File: src/rcrb_pkg.sv
// Shared constants and types for the radio configuration register bank
package rcrb_pkg;
	// ----------------------------------------------------------------
	// Command byte layout
	// ----------------------------------------------------------------
	localparam int        RCRB_CMD_WRITE_BIT = 5;      // Set for a register write
	localparam logic [7:0] RCRB_CMD_OP_MASK  = 8'hc0;  // Must be zero for register access
	localparam int        RCRB_ADDR_W        = 5;      // Register address width

	// ----------------------------------------------------------------
	// Register offsets
	// ----------------------------------------------------------------
	localparam logic [4:0] RCRB_MAIN_CONFIGURATION      = 5'h00;
	localparam logic [4:0] RCRB_AUTO_ACKNOWLEDGE_ENABLE = 5'h01;
	localparam logic [4:0] RCRB_RECEIVE_PIPE_ENABLE     = 5'h02;
	localparam logic [4:0] RCRB_EVENT_STATUS            = 5'h07;
	localparam logic [4:0] RCRB_TEST_FIRST              = 5'h18; // Reserved test range start
	localparam logic [4:0] RCRB_TEST_LAST               = 5'h1b; // Reserved test range end

	// ----------------------------------------------------------------
	// Field positions
	// ----------------------------------------------------------------
	localparam int RCRB_RX_READY_BIT  = 6; // Receive ready mask and flag
	localparam int RCRB_TX_SENT_BIT   = 5; // Transmit sent mask and flag
	localparam int RCRB_RETRY_BIT     = 4; // Retry limit mask and flag
	localparam int RCRB_CRC_EN_BIT    = 3; // Checksum enable
	localparam int RCRB_CRC_LEN_BIT   = 2; // Checksum length select
	localparam int RCRB_POWER_BIT     = 1; // Power on control
	localparam int RCRB_ROLE_BIT      = 0; // Primary role select
	localparam int RCRB_PIPES         = 6; // Data pipes

	// ----------------------------------------------------------------
	// Reset values
	// ----------------------------------------------------------------
	localparam logic [7:0] RCRB_CONFIG_RESET = 8'h08; // Checksum enabled, all else zero
	localparam logic [7:0] RCRB_ACK_RESET    = 8'h3f; // All pipes auto acknowledge
	localparam logic [7:0] RCRB_PIPE_RESET   = 8'h03; // Pipes 0 and 1 receive
	localparam logic [7:0] RCRB_STATUS_RESET = 8'h00; // No events pending

	// ----------------------------------------------------------------
	// Types
	// ----------------------------------------------------------------
	typedef struct packed {
		logic       power_on_control;       // Radio powered up
		logic       primary_role_select;    // 1 receiver, 0 transmitter
		logic       checksum_enable;        // Effective checksum enable
		logic       checksum_length_select; // 1 two bytes, 0 one byte
		logic [5:0] auto_acknowledge_enable; // Per pipe auto acknowledge
		logic [5:0] receive_pipe_enable;    // Per pipe receive enable
	} rcrb_cfg_t;

	typedef enum logic [2:0] {
		RCRB_IDLE,  // No frame
		RCRB_CMD,   // Command byte shifting
		RCRB_READ,  // Returning register contents
		RCRB_WRITE, // Collecting write data
		RCRB_DONE   // Extra bytes ignored
	} rcrb_phase_t;
endpackage

File: src/rcrb_spi_engine.sv
// Serial byte engine: pin synchronisers, byte shifting in and out
`timescale 1ns/1ns
module rcrb_spi_engine
	import rcrb_pkg::*;
(
	input  wire logic       mclk,        // System clock
	input  wire logic       rst_b,       // Async reset, active low
	input  wire logic       sck,         // Serial clock pin
	input  wire logic       csn_b,       // Chip select pin, active low
	input  wire logic       mosi,        // Serial data in pin
	input  wire logic [7:0] tx_byte,     // Next byte to send
	output logic            miso,        // Serial data out
	output logic            miso_oe,     // Drive enable for data out
	output logic            frame_start, // Pulse at select assertion
	output logic            frame_on,    // Select held
	output logic            byte_valid,  // Pulse when a byte is in
	output logic [7:0]      rx_byte      // Received byte
);
	// ----------------------------------------------------------------
	// Pin synchronisers
	// ----------------------------------------------------------------
	logic [2:0] pin_raw;   // Raw pins
	logic [2:0] pin_meta;  // First stage
	logic [2:0] pin_sync;  // Second stage
	logic       sck_prev;  // Previous synced clock
	logic       csn_prev;  // Previous synced select
	logic [2:0] bit_cnt;   // Bits in current byte
	logic [7:0] in_shift;  // Input shifter
	logic [7:0] out_shift; // Output shifter

	assign pin_raw = {sck, csn_b, mosi};

	genvar gi;
	generate
		for (gi = 0; gi < 3; gi++) begin : g_sync
			// Two stage synchroniser per pin
			always_ff @(posedge mclk or negedge rst_b) begin
				if (!rst_b) begin
					pin_meta[gi] <= (gi == 1) ? 1'b1 : 1'b0;
					pin_sync[gi] <= (gi == 1) ? 1'b1 : 1'b0;
				end else begin
					pin_meta[gi] <= pin_raw[gi];
					pin_sync[gi] <= pin_meta[gi];
				end
			end
		end
	endgenerate

	wire sck_s  = pin_sync[2];
	wire csn_s  = pin_sync[1];
	wire mosi_s = pin_sync[0];
	wire rise   = sck_s & ~sck_prev & ~csn_s;
	wire fall   = ~sck_s & sck_prev & ~csn_s;

	// ----------------------------------------------------------------
	// Edge history and frame tracking
	// ----------------------------------------------------------------
	always_ff @(posedge mclk or negedge rst_b) begin
		if (!rst_b) begin
			sck_prev    <= 1'b0;
			csn_prev    <= 1'b1;
			frame_start <= 1'b0;
			frame_on    <= 1'b0;
		end else begin
			sck_prev    <= sck_s;
			csn_prev    <= csn_s;
			frame_start <= csn_prev & ~csn_s;
			frame_on    <= ~csn_s;
		end
	end

	// ----------------------------------------------------------------
	// Receive shifting on rising serial clock
	// ----------------------------------------------------------------
	always_ff @(posedge mclk or negedge rst_b) begin
		if (!rst_b) begin
			bit_cnt    <= 3'h0;
			in_shift   <= 8'h00;
			rx_byte    <= 8'h00;
			byte_valid <= 1'b0;
		end else begin
			byte_valid <= 1'b0;
			if (csn_s) begin
				bit_cnt <= 3'h0; // Frame end drops partial byte
			end else if (rise) begin
				in_shift <= {in_shift[6:0], mosi_s};
				bit_cnt  <= bit_cnt + 3'h1;
				if (bit_cnt == 3'h7) begin
					rx_byte    <= {in_shift[6:0], mosi_s};
					byte_valid <= 1'b1;
				end
			end
		end
	end

	// ----------------------------------------------------------------
	// Transmit shifting on falling serial clock, MSB first
	// ----------------------------------------------------------------
	always_ff @(posedge mclk or negedge rst_b) begin
		if (!rst_b) begin
			miso      <= 1'b0;
			miso_oe   <= 1'b0;
			out_shift <= 8'h00;
		end else begin
			miso_oe <= ~csn_s;
			if (csn_s) begin
				miso <= 1'b0;
			end else if ((csn_prev & ~csn_s) || (fall && bit_cnt == 3'h0)) begin
				miso      <= tx_byte[7]; // Byte boundary loads next byte
				out_shift <= {tx_byte[6:0], 1'b0};
			end else if (fall) begin
				miso      <= out_shift[7];
				out_shift <= {out_shift[6:0], 1'b0};
			end
		end
	end
endmodule

File: src/rcrb_top.sv
// Radio configuration register bank reached over the serial pins
//
// Functional notes
// - Host reaches registers only by serial commands
// - Undefined bits always read as zero
// - Bit 6 masks receive ready interrupt
// - Bit 5 masks transmit sent interrupt
// - Bit 4 masks retry limit interrupt
// - Checksum enable forced by auto acknowledge
// - Bit 1 powers radio, resets down
// - Per pipe auto acknowledge, reset one
// - Interrupt pin low while an unmasked flag stands, until host clears or masks it
`timescale 1ns/1ns
module rcrb_top
	import rcrb_pkg::*;
(
	input  wire logic  mclk,              // System clock, 50 MHz
	input  wire logic  rst_b,             // Async reset, active low
	input  wire logic  sck,               // Serial clock pin
	input  wire logic  csn_b,             // Chip select pin, active low
	input  wire logic  mosi,              // Serial data in pin
	input  wire logic  rx_ready_event,    // Engine: payload received
	input  wire logic  tx_sent_event,     // Engine: payload sent
	input  wire logic  retry_limit_event, // Engine: retries exhausted
	output logic       miso,              // Serial data out
	output logic       miso_oe,           // Drive enable for data out
	output logic       irq_b,             // Interrupt pin, active low
	output rcrb_cfg_t  cfg                // Configuration to the radio
);
	// ----------------------------------------------------------------
	// Declarations
	// ----------------------------------------------------------------
	logic        frame_start;  // Select asserted pulse
	logic        frame_on;     // Select held
	logic        byte_valid;   // Byte received pulse
	logic [7:0]  rx_byte;      // Received byte
	logic [7:0]  tx_byte;      // Byte to shift out next
	rcrb_phase_t phase;        // Frame phase
	logic [4:0]  addr;         // Addressed register
	logic [6:0]  config_reg;   // Main configuration, bit 7 not held
	logic [5:0]  ack_reg;      // Auto acknowledge enables
	logic [5:0]  pipe_reg;     // Receive pipe enables
	logic [6:4]  flags;        // Sticky event flags
	logic [7:0]  status_byte;  // Status as read
	logic [7:0]  read_value;   // Addressed register as read
	logic        wr_strobe;    // Write data accepted
	logic [6:4]  flag_clear;   // Write one to clear
	logic [6:4]  flag_set;     // Engine events

	// ----------------------------------------------------------------
	// Serial engine
	// ----------------------------------------------------------------
	rcrb_spi_engine u_engine (
		.mclk        (mclk),
		.rst_b       (rst_b),
		.sck         (sck),
		.csn_b       (csn_b),
		.mosi        (mosi),
		.tx_byte     (tx_byte),
		.miso        (miso),
		.miso_oe     (miso_oe),
		.frame_start (frame_start),
		.frame_on    (frame_on),
		.byte_valid  (byte_valid),
		.rx_byte     (rx_byte)
	);

	// ----------------------------------------------------------------
	// Command decode
	// ----------------------------------------------------------------
	// Frame phase: command byte, then one data byte
	always_ff @(posedge mclk or negedge rst_b) begin
		if (!rst_b) begin
			phase <= RCRB_IDLE;
			addr  <= 5'h00;
		end else if (!frame_on) begin
			phase <= RCRB_IDLE;
		end else begin
			case (phase)
				RCRB_IDLE: begin
					if (frame_start) begin
						phase <= RCRB_CMD;
					end
				end
				RCRB_CMD: begin
					if (byte_valid) begin
						addr <= rx_byte[RCRB_ADDR_W-1:0];
						if ((rx_byte & RCRB_CMD_OP_MASK) != 8'h00) begin
							phase <= RCRB_DONE; // Other commands ignored
						end else if (rx_byte[RCRB_CMD_WRITE_BIT]) begin
							phase <= RCRB_WRITE;
						end else begin
							phase <= RCRB_READ;
						end
					end
				end
				RCRB_READ, RCRB_WRITE: begin
					if (byte_valid) begin
						phase <= RCRB_DONE;
					end
				end
				RCRB_DONE: begin
					phase <= RCRB_DONE;
				end
				default: begin
					phase <= RCRB_IDLE;
				end
			endcase
		end
	end

	assign wr_strobe  = (phase == RCRB_WRITE) && byte_valid;
	assign status_byte = {1'b0, flags, 4'h0};

	// Read mux, undefined bits zero
	always_comb begin
		read_value = 8'h00;
		case (addr)
			RCRB_MAIN_CONFIGURATION: begin
				read_value = {1'b0, config_reg};
				read_value[RCRB_CRC_EN_BIT] = config_reg[RCRB_CRC_EN_BIT] | (|ack_reg);
			end
			RCRB_AUTO_ACKNOWLEDGE_ENABLE: begin
				read_value = {2'b00, ack_reg};
			end
			RCRB_RECEIVE_PIPE_ENABLE: begin
				read_value = {2'b00, pipe_reg};
			end
			RCRB_EVENT_STATUS: begin
				read_value = status_byte;
			end
			default: begin
				read_value = 8'h00;
			end
		endcase
	end

	// Status during command, register during read, else zero
	always_comb begin
		case (phase)
			RCRB_IDLE, RCRB_CMD: begin
				tx_byte = status_byte;
			end
			RCRB_READ: begin
				tx_byte = read_value;
			end
			default: begin
				tx_byte = 8'h00;
			end
		endcase
	end

	// ----------------------------------------------------------------
	// Configuration registers
	// ----------------------------------------------------------------
	// Writable fields; reserved bits dropped
	always_ff @(posedge mclk or negedge rst_b) begin
		if (!rst_b) begin
			config_reg <= RCRB_CONFIG_RESET[6:0];
			ack_reg    <= RCRB_ACK_RESET[5:0];
			pipe_reg   <= RCRB_PIPE_RESET[5:0];
		end else if (wr_strobe) begin
			case (addr)
				RCRB_MAIN_CONFIGURATION: begin
					config_reg <= rx_byte[6:0];
				end
				RCRB_AUTO_ACKNOWLEDGE_ENABLE: begin
					ack_reg <= rx_byte[5:0];
				end
				RCRB_RECEIVE_PIPE_ENABLE: begin
					pipe_reg <= rx_byte[5:0];
				end
				default: begin
					ack_reg <= ack_reg; // Test range and unmapped ignored
				end
			endcase
		end
	end

	// Registered copy to the radio
	always_ff @(posedge mclk or negedge rst_b) begin
		if (!rst_b) begin
			cfg <= '0;
		end else begin
			cfg.power_on_control        <= config_reg[RCRB_POWER_BIT];
			cfg.primary_role_select     <= config_reg[RCRB_ROLE_BIT];
			cfg.checksum_enable         <= config_reg[RCRB_CRC_EN_BIT] | (|ack_reg);
			cfg.checksum_length_select  <= config_reg[RCRB_CRC_LEN_BIT];
			cfg.auto_acknowledge_enable <= ack_reg;
			cfg.receive_pipe_enable     <= pipe_reg;
		end
	end

	// ----------------------------------------------------------------
	// Event flags and interrupt pin
	// ----------------------------------------------------------------
	assign flag_set   = {rx_ready_event, tx_sent_event, retry_limit_event};
	assign flag_clear = (wr_strobe && addr == RCRB_EVENT_STATUS) ? rx_byte[6:4] : 3'h0;

	// Sticky flags, set wins over clear
	always_ff @(posedge mclk or negedge rst_b) begin
		if (!rst_b) begin
			flags <= RCRB_STATUS_RESET[6:4];
		end else begin
			flags <= (flags & ~flag_clear) | flag_set;
		end
	end

	// Pin low while any unmasked flag stands
	always_ff @(posedge mclk or negedge rst_b) begin
		if (!rst_b) begin
			irq_b <= 1'b1;
		end else begin
			irq_b <= ~|(flags & ~config_reg[6:4]);
		end
	end

	// ----------------------------------------------------------------
	// Checks
	// ----------------------------------------------------------------
	rx_ready_pin_a: assert property (@(posedge mclk) disable iff (!rst_b)
		(flags[6] && !config_reg[6]) |=> !irq_b)
		else $error("Unmasked receive ready flag did not pull pin low");
	masked_quiet_a: assert property (@(posedge mclk) disable iff (!rst_b)
		((flags & ~config_reg[6:4]) == 3'b000) |=> irq_b)
		else $error("Interrupt asserted with no unmasked source");
	tx_sent_pin_a: assert property (@(posedge mclk) disable iff (!rst_b)
		(flags[5] && !config_reg[5]) |=> !irq_b)
		else $error("Unmasked transmit sent flag did not pull pin low");
	retry_pin_a: assert property (@(posedge mclk) disable iff (!rst_b)
		(flags[4] && !config_reg[4]) |=> !irq_b)
		else $error("Unmasked retry flag did not pull pin low");
	crc_forced_a: assert property (@(posedge mclk) disable iff (!rst_b)
		(|ack_reg) |=> cfg.checksum_enable)
		else $error("Checksum enable not forced by auto acknowledge");
	power_write_a: assert property (@(posedge mclk) disable iff (!rst_b)
		(wr_strobe && addr == RCRB_MAIN_CONFIGURATION) |=> ##1 (cfg.power_on_control == $past(rx_byte[1], 2)))
		else $error("Power control did not follow write");
	role_write_a: assert property (@(posedge mclk) disable iff (!rst_b)
		(wr_strobe && addr == RCRB_MAIN_CONFIGURATION) |=> ##1 (cfg.primary_role_select == $past(rx_byte[0], 2)))
		else $error("Role select did not follow write");
	ack_reserved_a: assert property (@(posedge mclk) disable iff (!rst_b)
		(phase == RCRB_READ && addr == RCRB_AUTO_ACKNOWLEDGE_ENABLE) |-> (tx_byte[7:6] == 2'b00))
		else $error("Reserved acknowledge bits read non zero");
	pipe_write_a: assert property (@(posedge mclk) disable iff (!rst_b)
		(wr_strobe && addr == RCRB_RECEIVE_PIPE_ENABLE) |=> ##1 (cfg.receive_pipe_enable == $past(rx_byte[5:0], 2)))
		else $error("Pipe enables did not follow write");
	set_wins_a: assert property (@(posedge mclk) disable iff (!rst_b)
		(rx_ready_event && flag_clear[6]) |=> flags[6] ##1 (!irq_b || config_reg[6]))
		else $error("Event lost against a clear");
	clear_release_a: assert property (@(posedge mclk) disable iff (!rst_b)
		(flags == 3'b100 && flag_clear == 3'b100 && flag_set == 3'b000) |=> (flags == 3'b000) ##1 irq_b)
		else $error("Pin not released after clear");
endmodule
File: config.mk
export PLATFORM = sky130hd
export DESIGN_NAME = rcrb_top
export DESIGN_NICKNAME = d
export VERILOG_FILES = /design/src/rcrb_pkg.sv /design/src/rcrb_spi_engine.sv /design/src/rcrb_top.sv
export SDC_FILE = /design/constraint.sdc
export NUM_CORES = 1
export LEC_CHECK = 0
export BUFFER_PORTS_ARGS = -buffer_cell sky130_fd_sc_hd__buf_4
export CORE_ASPECT_RATIO = 0.7
export CORE_UTILIZATION = 40
export CTS_BUF_LIST = sky130_fd_sc_hd__clkbuf_8
export DETAILED_ROUTE_END_ITERATION = 10
export PLACE_DENSITY_LB_ADDON = 0.12
export SLEW_MARGIN = 5
export SYNTH_ARGS = -nofsm -noshare
export SYNTH_HDL_FRONTEND = slang
export SYNTH_SLANG_ARGS = --single-unit
File: constraint.sdc
create_clock -name mclk -period 1.85 [get_ports mclk]
set_input_delay 0.37 -clock mclk [delete_from_list [all_inputs] [get_ports mclk]]
set_output_delay 0.37 -clock mclk [all_outputs]
set_load 0.005 [all_outputs]
After elaboration in Yosys (flattened, before gate mapping):

Index checks and enable logic that the tools add are counted.

* flip-flop bits (word level): 85
* logic and storage cells: 99
* output and inout port bits: 19
* input bits: 8

* equality and inequality tests: 11
* multiplexer cells: 20
* $add $sub $neg: 1
* bitwise logic cells: 14
* reductions and logical operators: 24

Operator list (number)
* one-hot mux 7 bit (4 select lines): 1
* two-way mux 3 bit: 8
* two-way mux 8 bit: 2
* one-hot mux 8 bit (2 select lines): 1
* one-hot mux 3 bit (4 select lines): 1
* AND reduction 2 bit: 5
* inequality test 3 bit (second input constant): 3
* AND reduction 3 bit: 3
* nonzero test 8 bit: 1
* two-way mux 1 bit: 7
* bitwise AND 3 bit: 2
* equality test 3 x 2 -> 1 bit (second input constant): 2
* equality test 3 bit (second input constant): 2
* logical NOT 3 bit: 2
* inverter 3 bit: 2
* OR reduction 6 bit: 1
* bitwise AND 1 bit: 5
* equality test 5 x 1 -> 1 bit (second input constant): 1
* equality test 5 x 2 -> 1 bit (second input constant): 1
* equality test 5 x 3 -> 1 bit (second input constant): 1
* logical NOT 5 bit: 1
* nonzero test 2 bit: 2
* OR reduction 2 bit: 2
* adder 3 x 1 -> 3 bit (second input constant): 1
* other kinds (9): 13

Depth between registers and ports, before layout:

* depth in word-level cells: 7
* gate-level depth with buffers: 7
* gate-level depth less buffers: 7

Cells and area by module:

Synthesis repeated with hierarchy kept, for this count alone.

* cell total of the unflattened synthesis: 252
* area total of the unflattened synthesis: 3548.4 um^2

By module, submodules not included
* rcrb_top: cells each 152, instances 1, area an instance 2059.5 um^2
* rcrb_spi_engine: cells each 100, instances 1, area an instance 1488.9 um^2

Worst setup path before layout:

OpenSTA, ideal clock, no wires.

* path kind: register -> register
* from: register u_engine.bit_cnt[0]
* to: register u_engine.out_shift[2]
* data required time: 1.723 ns
* slack: 0.295 ns
* buffers on the path: 0
* setup time: 0.127 ns
* clock period less this slack: 1.555 ns
* stages on the path, launching flop included: 8
* arrival: 1.428 ns
* cell sequence: dfrtp_1 inv_1 ha_1 and4bb_1 o21ai_2 nor3_2 a221oi_1 nor2_1

* cells in the longest elaborated chain, start to end: 5

RTL lines
* start, declared: RTL line rcrb_spi_engine.sv:27 `logic [2:0] bit_cnt;`
* start signal, assigned: RTL line rcrb_spi_engine.sv:87 `bit_cnt <= bit_cnt + 3'h1;`
* logical NOT 3 bit *: RTL line rcrb_spi_engine.sv:108 `end else if ((csn_prev & ~csn_s) || (fall && bit_cnt == 3'h0)) begin`
* logical AND 1 bit *: RTL line rcrb_spi_engine.sv:108
* logical OR 1 bit *: RTL line rcrb_spi_engine.sv:108
* nonzero test 2 bit (no line)
* AND reduction 2 bit (no line)
* end signal, assigned: RTL line rcrb_spi_engine.sv:110 `out_shift <= {tx_byte[6:0], 1'b0};`
* end signal, assigned: RTL line rcrb_spi_engine.sv:113 `out_shift <= {out_shift[6:0], 1'b0};`
* end, declared: RTL line rcrb_spi_engine.sv:29 `logic [7:0] out_shift;`

Every way passes the cells marked *; elsewhere a longest branch is shown, timed or not.
A chain may end at the register's enable or synchronous reset.

Worst setup path in the final report:

* from: register addr[0]
* to: register u_engine.out_shift[7]

* cells in the longest elaborated chain, start to end: 4

RTL lines
* start, declared: RTL line rcrb_top.sv:39 `logic [4:0] addr;`
* start signal, assigned: RTL line rcrb_top.sv:87 `addr <= rx_byte[RCRB_ADDR_W-1:0];`
* equality test 5 x 3 -> 1 bit, or another cell as far along: RTL line rcrb_top.sv:118 `case (addr)`
* one-hot mux 7 bit (4 select lines) *: RTL line rcrb_top.sv:118
* one-hot mux 8 bit (2 select lines) *: RTL line rcrb_top.sv:140 `case (phase)`
* two-way mux 8 bit *: RTL line rcrb_spi_engine.sv:108

Marked as above.

==> results.toml <==
[synthesis]
yosysTopAreaCell = "dfrtp_1"
syn-instance-count = 258
yosys_register_bits = 84
syn_nets = 269
yosysUniqueCellTypes = 45
netlist.area_leader.share_pct = 52.38
seq_area_frac_synth_pct = 62.45
yosysWarnings = 0
synth_area_leaders = "dfrtp_1 52%, mux2_2 13%, dfstp_2 10%, nor2_1 2.7%, nand2_1 2.2%"
syn_area_sq_mm = 0.003392
avgSynthCellArea_sq_um = 13.15

[sta]
clock.fmax_mhz = 598.4
fin_ws_ns = 0.1788
clock_skew_ns = 0.006960
worst_pin_slew_ns = 0.5289
post-route-min-period_ns = 1.671
timing.final.crit_share_pct = 90.33
maxSlewViolCount = 0
setup_violations = 0
rsz0062_at_grt = "no"
hold_viol = 0
setup_tns_ns = 0
relSlewSlack_pct = 64.74

[critical_path]
reg2reg_depth = 5
end_kind = "register"
cp-startpoint = "addr[0]"
rrSetupSlack_ns = 0.18
setup.worst_path.class = "reg2reg"
crit_path_max_fanout = 10
slowest_delay_ns = 0.55
arrival_ns = 1.90
worstPathCellList = "and3_1 -> a22oi_1 -> nor2_1 -> a2111oi_0 -> nor3_1"
endpoint = "u_engine.out_shift[7]"
critPathRequiredTime_ns = 2.08
slowest_stage = "dfrtp_1"
reg2reg_to = "u_engine.out_shift[7]"
r2r-start = "addr[0]"
cp-start-kind = "register"

[power_and_ir_drop]
p_per_area_mw_per_mm2 = 887.1
leakagePower_nw = 1.858
power.switching_w = 0.0008320
power_frac_comb_pct = 6.2
p_clk_share_pct = 36.9
p_sw_share_pct = 23.45
power_frac_seq_pct = 56.8
p_int_w = 0.002717
peakVddDrop_uv = 601.9

[placed_design]
placed_cell_area_sq_mm = 0.003790
gp_congestion = 0.7787
io_buffer_count = 26
place_ws_ns = 0.2021
placed_cells = 393
hpwl_mm = 4.714

[drt]
wire_per_inst_um = 15.80
firstDrtPassIters = 7
drtIter0Drc = 85
routed_wl_mm = 6.476
remaining_drc_errors = 2
ant_nets = 0
viasPerCell = 5.124
via_count = 2101

[clock_tree]
cts_setup_buffers = 0
htree_num_levels = 3
clock_path_buffers = 2
cts_buffers = 9
cts_root_buf = "clkbuf_8"
cts.sinks = 84
clkLatencyLatePin_ns = 0.36
cts_tree = "built"
clk_pin_slew_worst_paths_ns = 0.08
cts-resized-gates = 0

[cells_and_area]
max_flop_register = "cfg"
final_layout_size_suffix_gt1_share_pct = 38.19
fin_cells = 410
largest_register_ffs = 16
design_area_sq_mm = 0.004000
n_antenna_cell = 0
area_growth_pct = 17.93
finalNetCount = 315
reg_top3 = "cfg x16, u_engine.rx_byte x8"

[global_routing]
grt_pass1_wl_mm = 11.05
grt_start_max_net_pins = 42
grt_overflow = 0
antenna_found_initial = 0
grt_use_total_pct = 17.03
first_global_vias = 2075

[die]
initial_core_util_pct = 42.19
die_y_um = 79.05
dieWidth_um = 112.1
num_rows = 27
pin_count = 27
core_sq_mm = 0.008040
die-area_sq_mm = 0.008858

[min_path]
min_path_type = "in2reg"

[run]
drv_cap = 0

[status]
status = "finished with violations"
violations = "design-rule violations"
metrics by stage:
stage          hold slack, ns  utilization (%)  total power [W]
2_1_floorplan         0.07441                -         0.002160
3_3_place_gp           0.3332            47.14         0.002270
3_5_place_dp           0.3362            47.14         0.002274
4_1_cts               0.08850            49.75         0.003603
5_1_grt               0.08473            49.75         0.003727
6_report               0.1107            49.75         0.003549
cells by family after synthesis:
group / Yosys count / synth area share, %
flip-flops: 84 / 62.45
buffers and inverters: 11 / 1.660
multiplexers: 46 / 15.05
AO/OA/AOI/OAI: 35 / 6.677
XOR/XNOR: 1 / 0.2583
AND/OR/NAND/NOR: 78 / 12.80
adder cells (fa/ha/maj): 3 / 1.107
how the worst min path moves through the flow:
stage,startpoint,endpoint,slack [ns],cells past startpoint
global placement,u_engine.pin_meta[0],u_engine.mosi_s,0.33,0
floorplan,rst_b,addr[0],0.07,0
detailed placement,u_engine.pin_meta[2],u_engine.sck_s,0.34,0
CTS,csn_b,u_engine.pin_meta[1],0.09,1
global route,csn_b,u_engine.pin_meta[1],0.08,1
finish,csn_b,u_engine.pin_meta[1],0.11,1
synth_stat cells (all sizes together):
| master | instances |
|---|---|
| nand4 | 4 |
| a21boi | 1 |
| nor3b | 1 |
| a21o | 3 |
| a31oi | 5 |
| buf | 5 |
| mux2i | 6 |
| a22o | 1 |
| mux2 | 40 |
| xnor2 | 1 |
| nor4 | 1 |
| dfstp | 13 |
| nor4bb | 1 |
| a221oi | 2 |
| nor2 | 25 |
| nor3 | 6 |
| and2b | 2 |
| o21ai | 7 |
| nand3 | 1 |
| a222oi | 1 |
| and2 | 1 |
| a21oi | 9 |
| a2111oi | 1 |
| ha | 3 |
| nand2b | 2 |
| nand3b | 2 |
| a211oi | 1 |
| o2bb2ai | 1 |
| and3 | 6 |
| a22oi | 1 |
| o22ai | 2 |
| nor2b | 5 |
| and4bb | 1 |
| inv | 6 |
| nand2 | 20 |
| dfrtp | 71 |
layer usage:
| metal | track usage (%) | vias to the layer above | share of wire [%] |
|---|---|---|---|
| met3 | 5.267 | 11 | 3.6 |
| met2 | 22.92 | 31 | 41 |
| met1 | 25.37 | 1048 | 54 |
| met4 | 6.400 | 0 | 1.5 |
| met5 | 0 | - | 0 |
| li1 | - | 1011 | - |
power groups by stage:
stage	Combinational (W)	Clock, W	Sequential (W)
2_1_floorplan	0.000140	0	0.00202
3_3_place_gp	0.000222	0	0.00205
3_5_place_dp	0.000225	0	0.00205
4_1_cts	0.000227	0.00136	0.00201
5_1_grt	0.000251	0.00144	0.00203
6_report	0.000221	0.00131	0.00202
worst max-delay path, delay by kind of cell (launching register included):
family / cells / cell delay (ns)
flops: 1 / 0.55
compound gates: 2 / 0.54
simple gates: 3 / 0.46
cell usage in the layout (no fill, tap or decap), types with 2 or more instances in the layout:
cell / n
a21o_1: 3
a21oi_1: 9
a221oi_1: 2
a31oi_1: 5
and2b_2: 2
and3_1: 4
buf_4: 38
clkbuf_8: 10
clkinv_2: 3
dfrtp_1: 71
dfstp_2: 13
ha_1: 3
inv_1: 6
mux2_2: 40
mux2i_1: 6
nand2_1: 20
nand2b_1: 2
nand3b_1: 2
nand4_1: 2
nand4_4: 2
nor2_1: 24
nor2b_1: 5
nor3_1: 5
o21ai_0: 5
o22ai_1: 2
repair_timing:
action | in CTS | in global routing
endpoints found under the setup margin | 0 | 0
endpoints found under the hold margin | 18 | 0
hold buffers | 1 | 0
final cells by class:
cell class / instances / area, sq um
Clock buffer: 10 / 137.6
Clock inverter: 6 / 62.56
Fill cell: 745 / 4040
Inverter: 6 / 22.52
Multi-Input combinational cell: 163 / 1217
Sequential cell: 84 / 2118
Tap cell: 101 / 126.4
Timing Repair Buffer: 40 / 315.3
No activity file was read; power rests on OpenSTA's default activity.
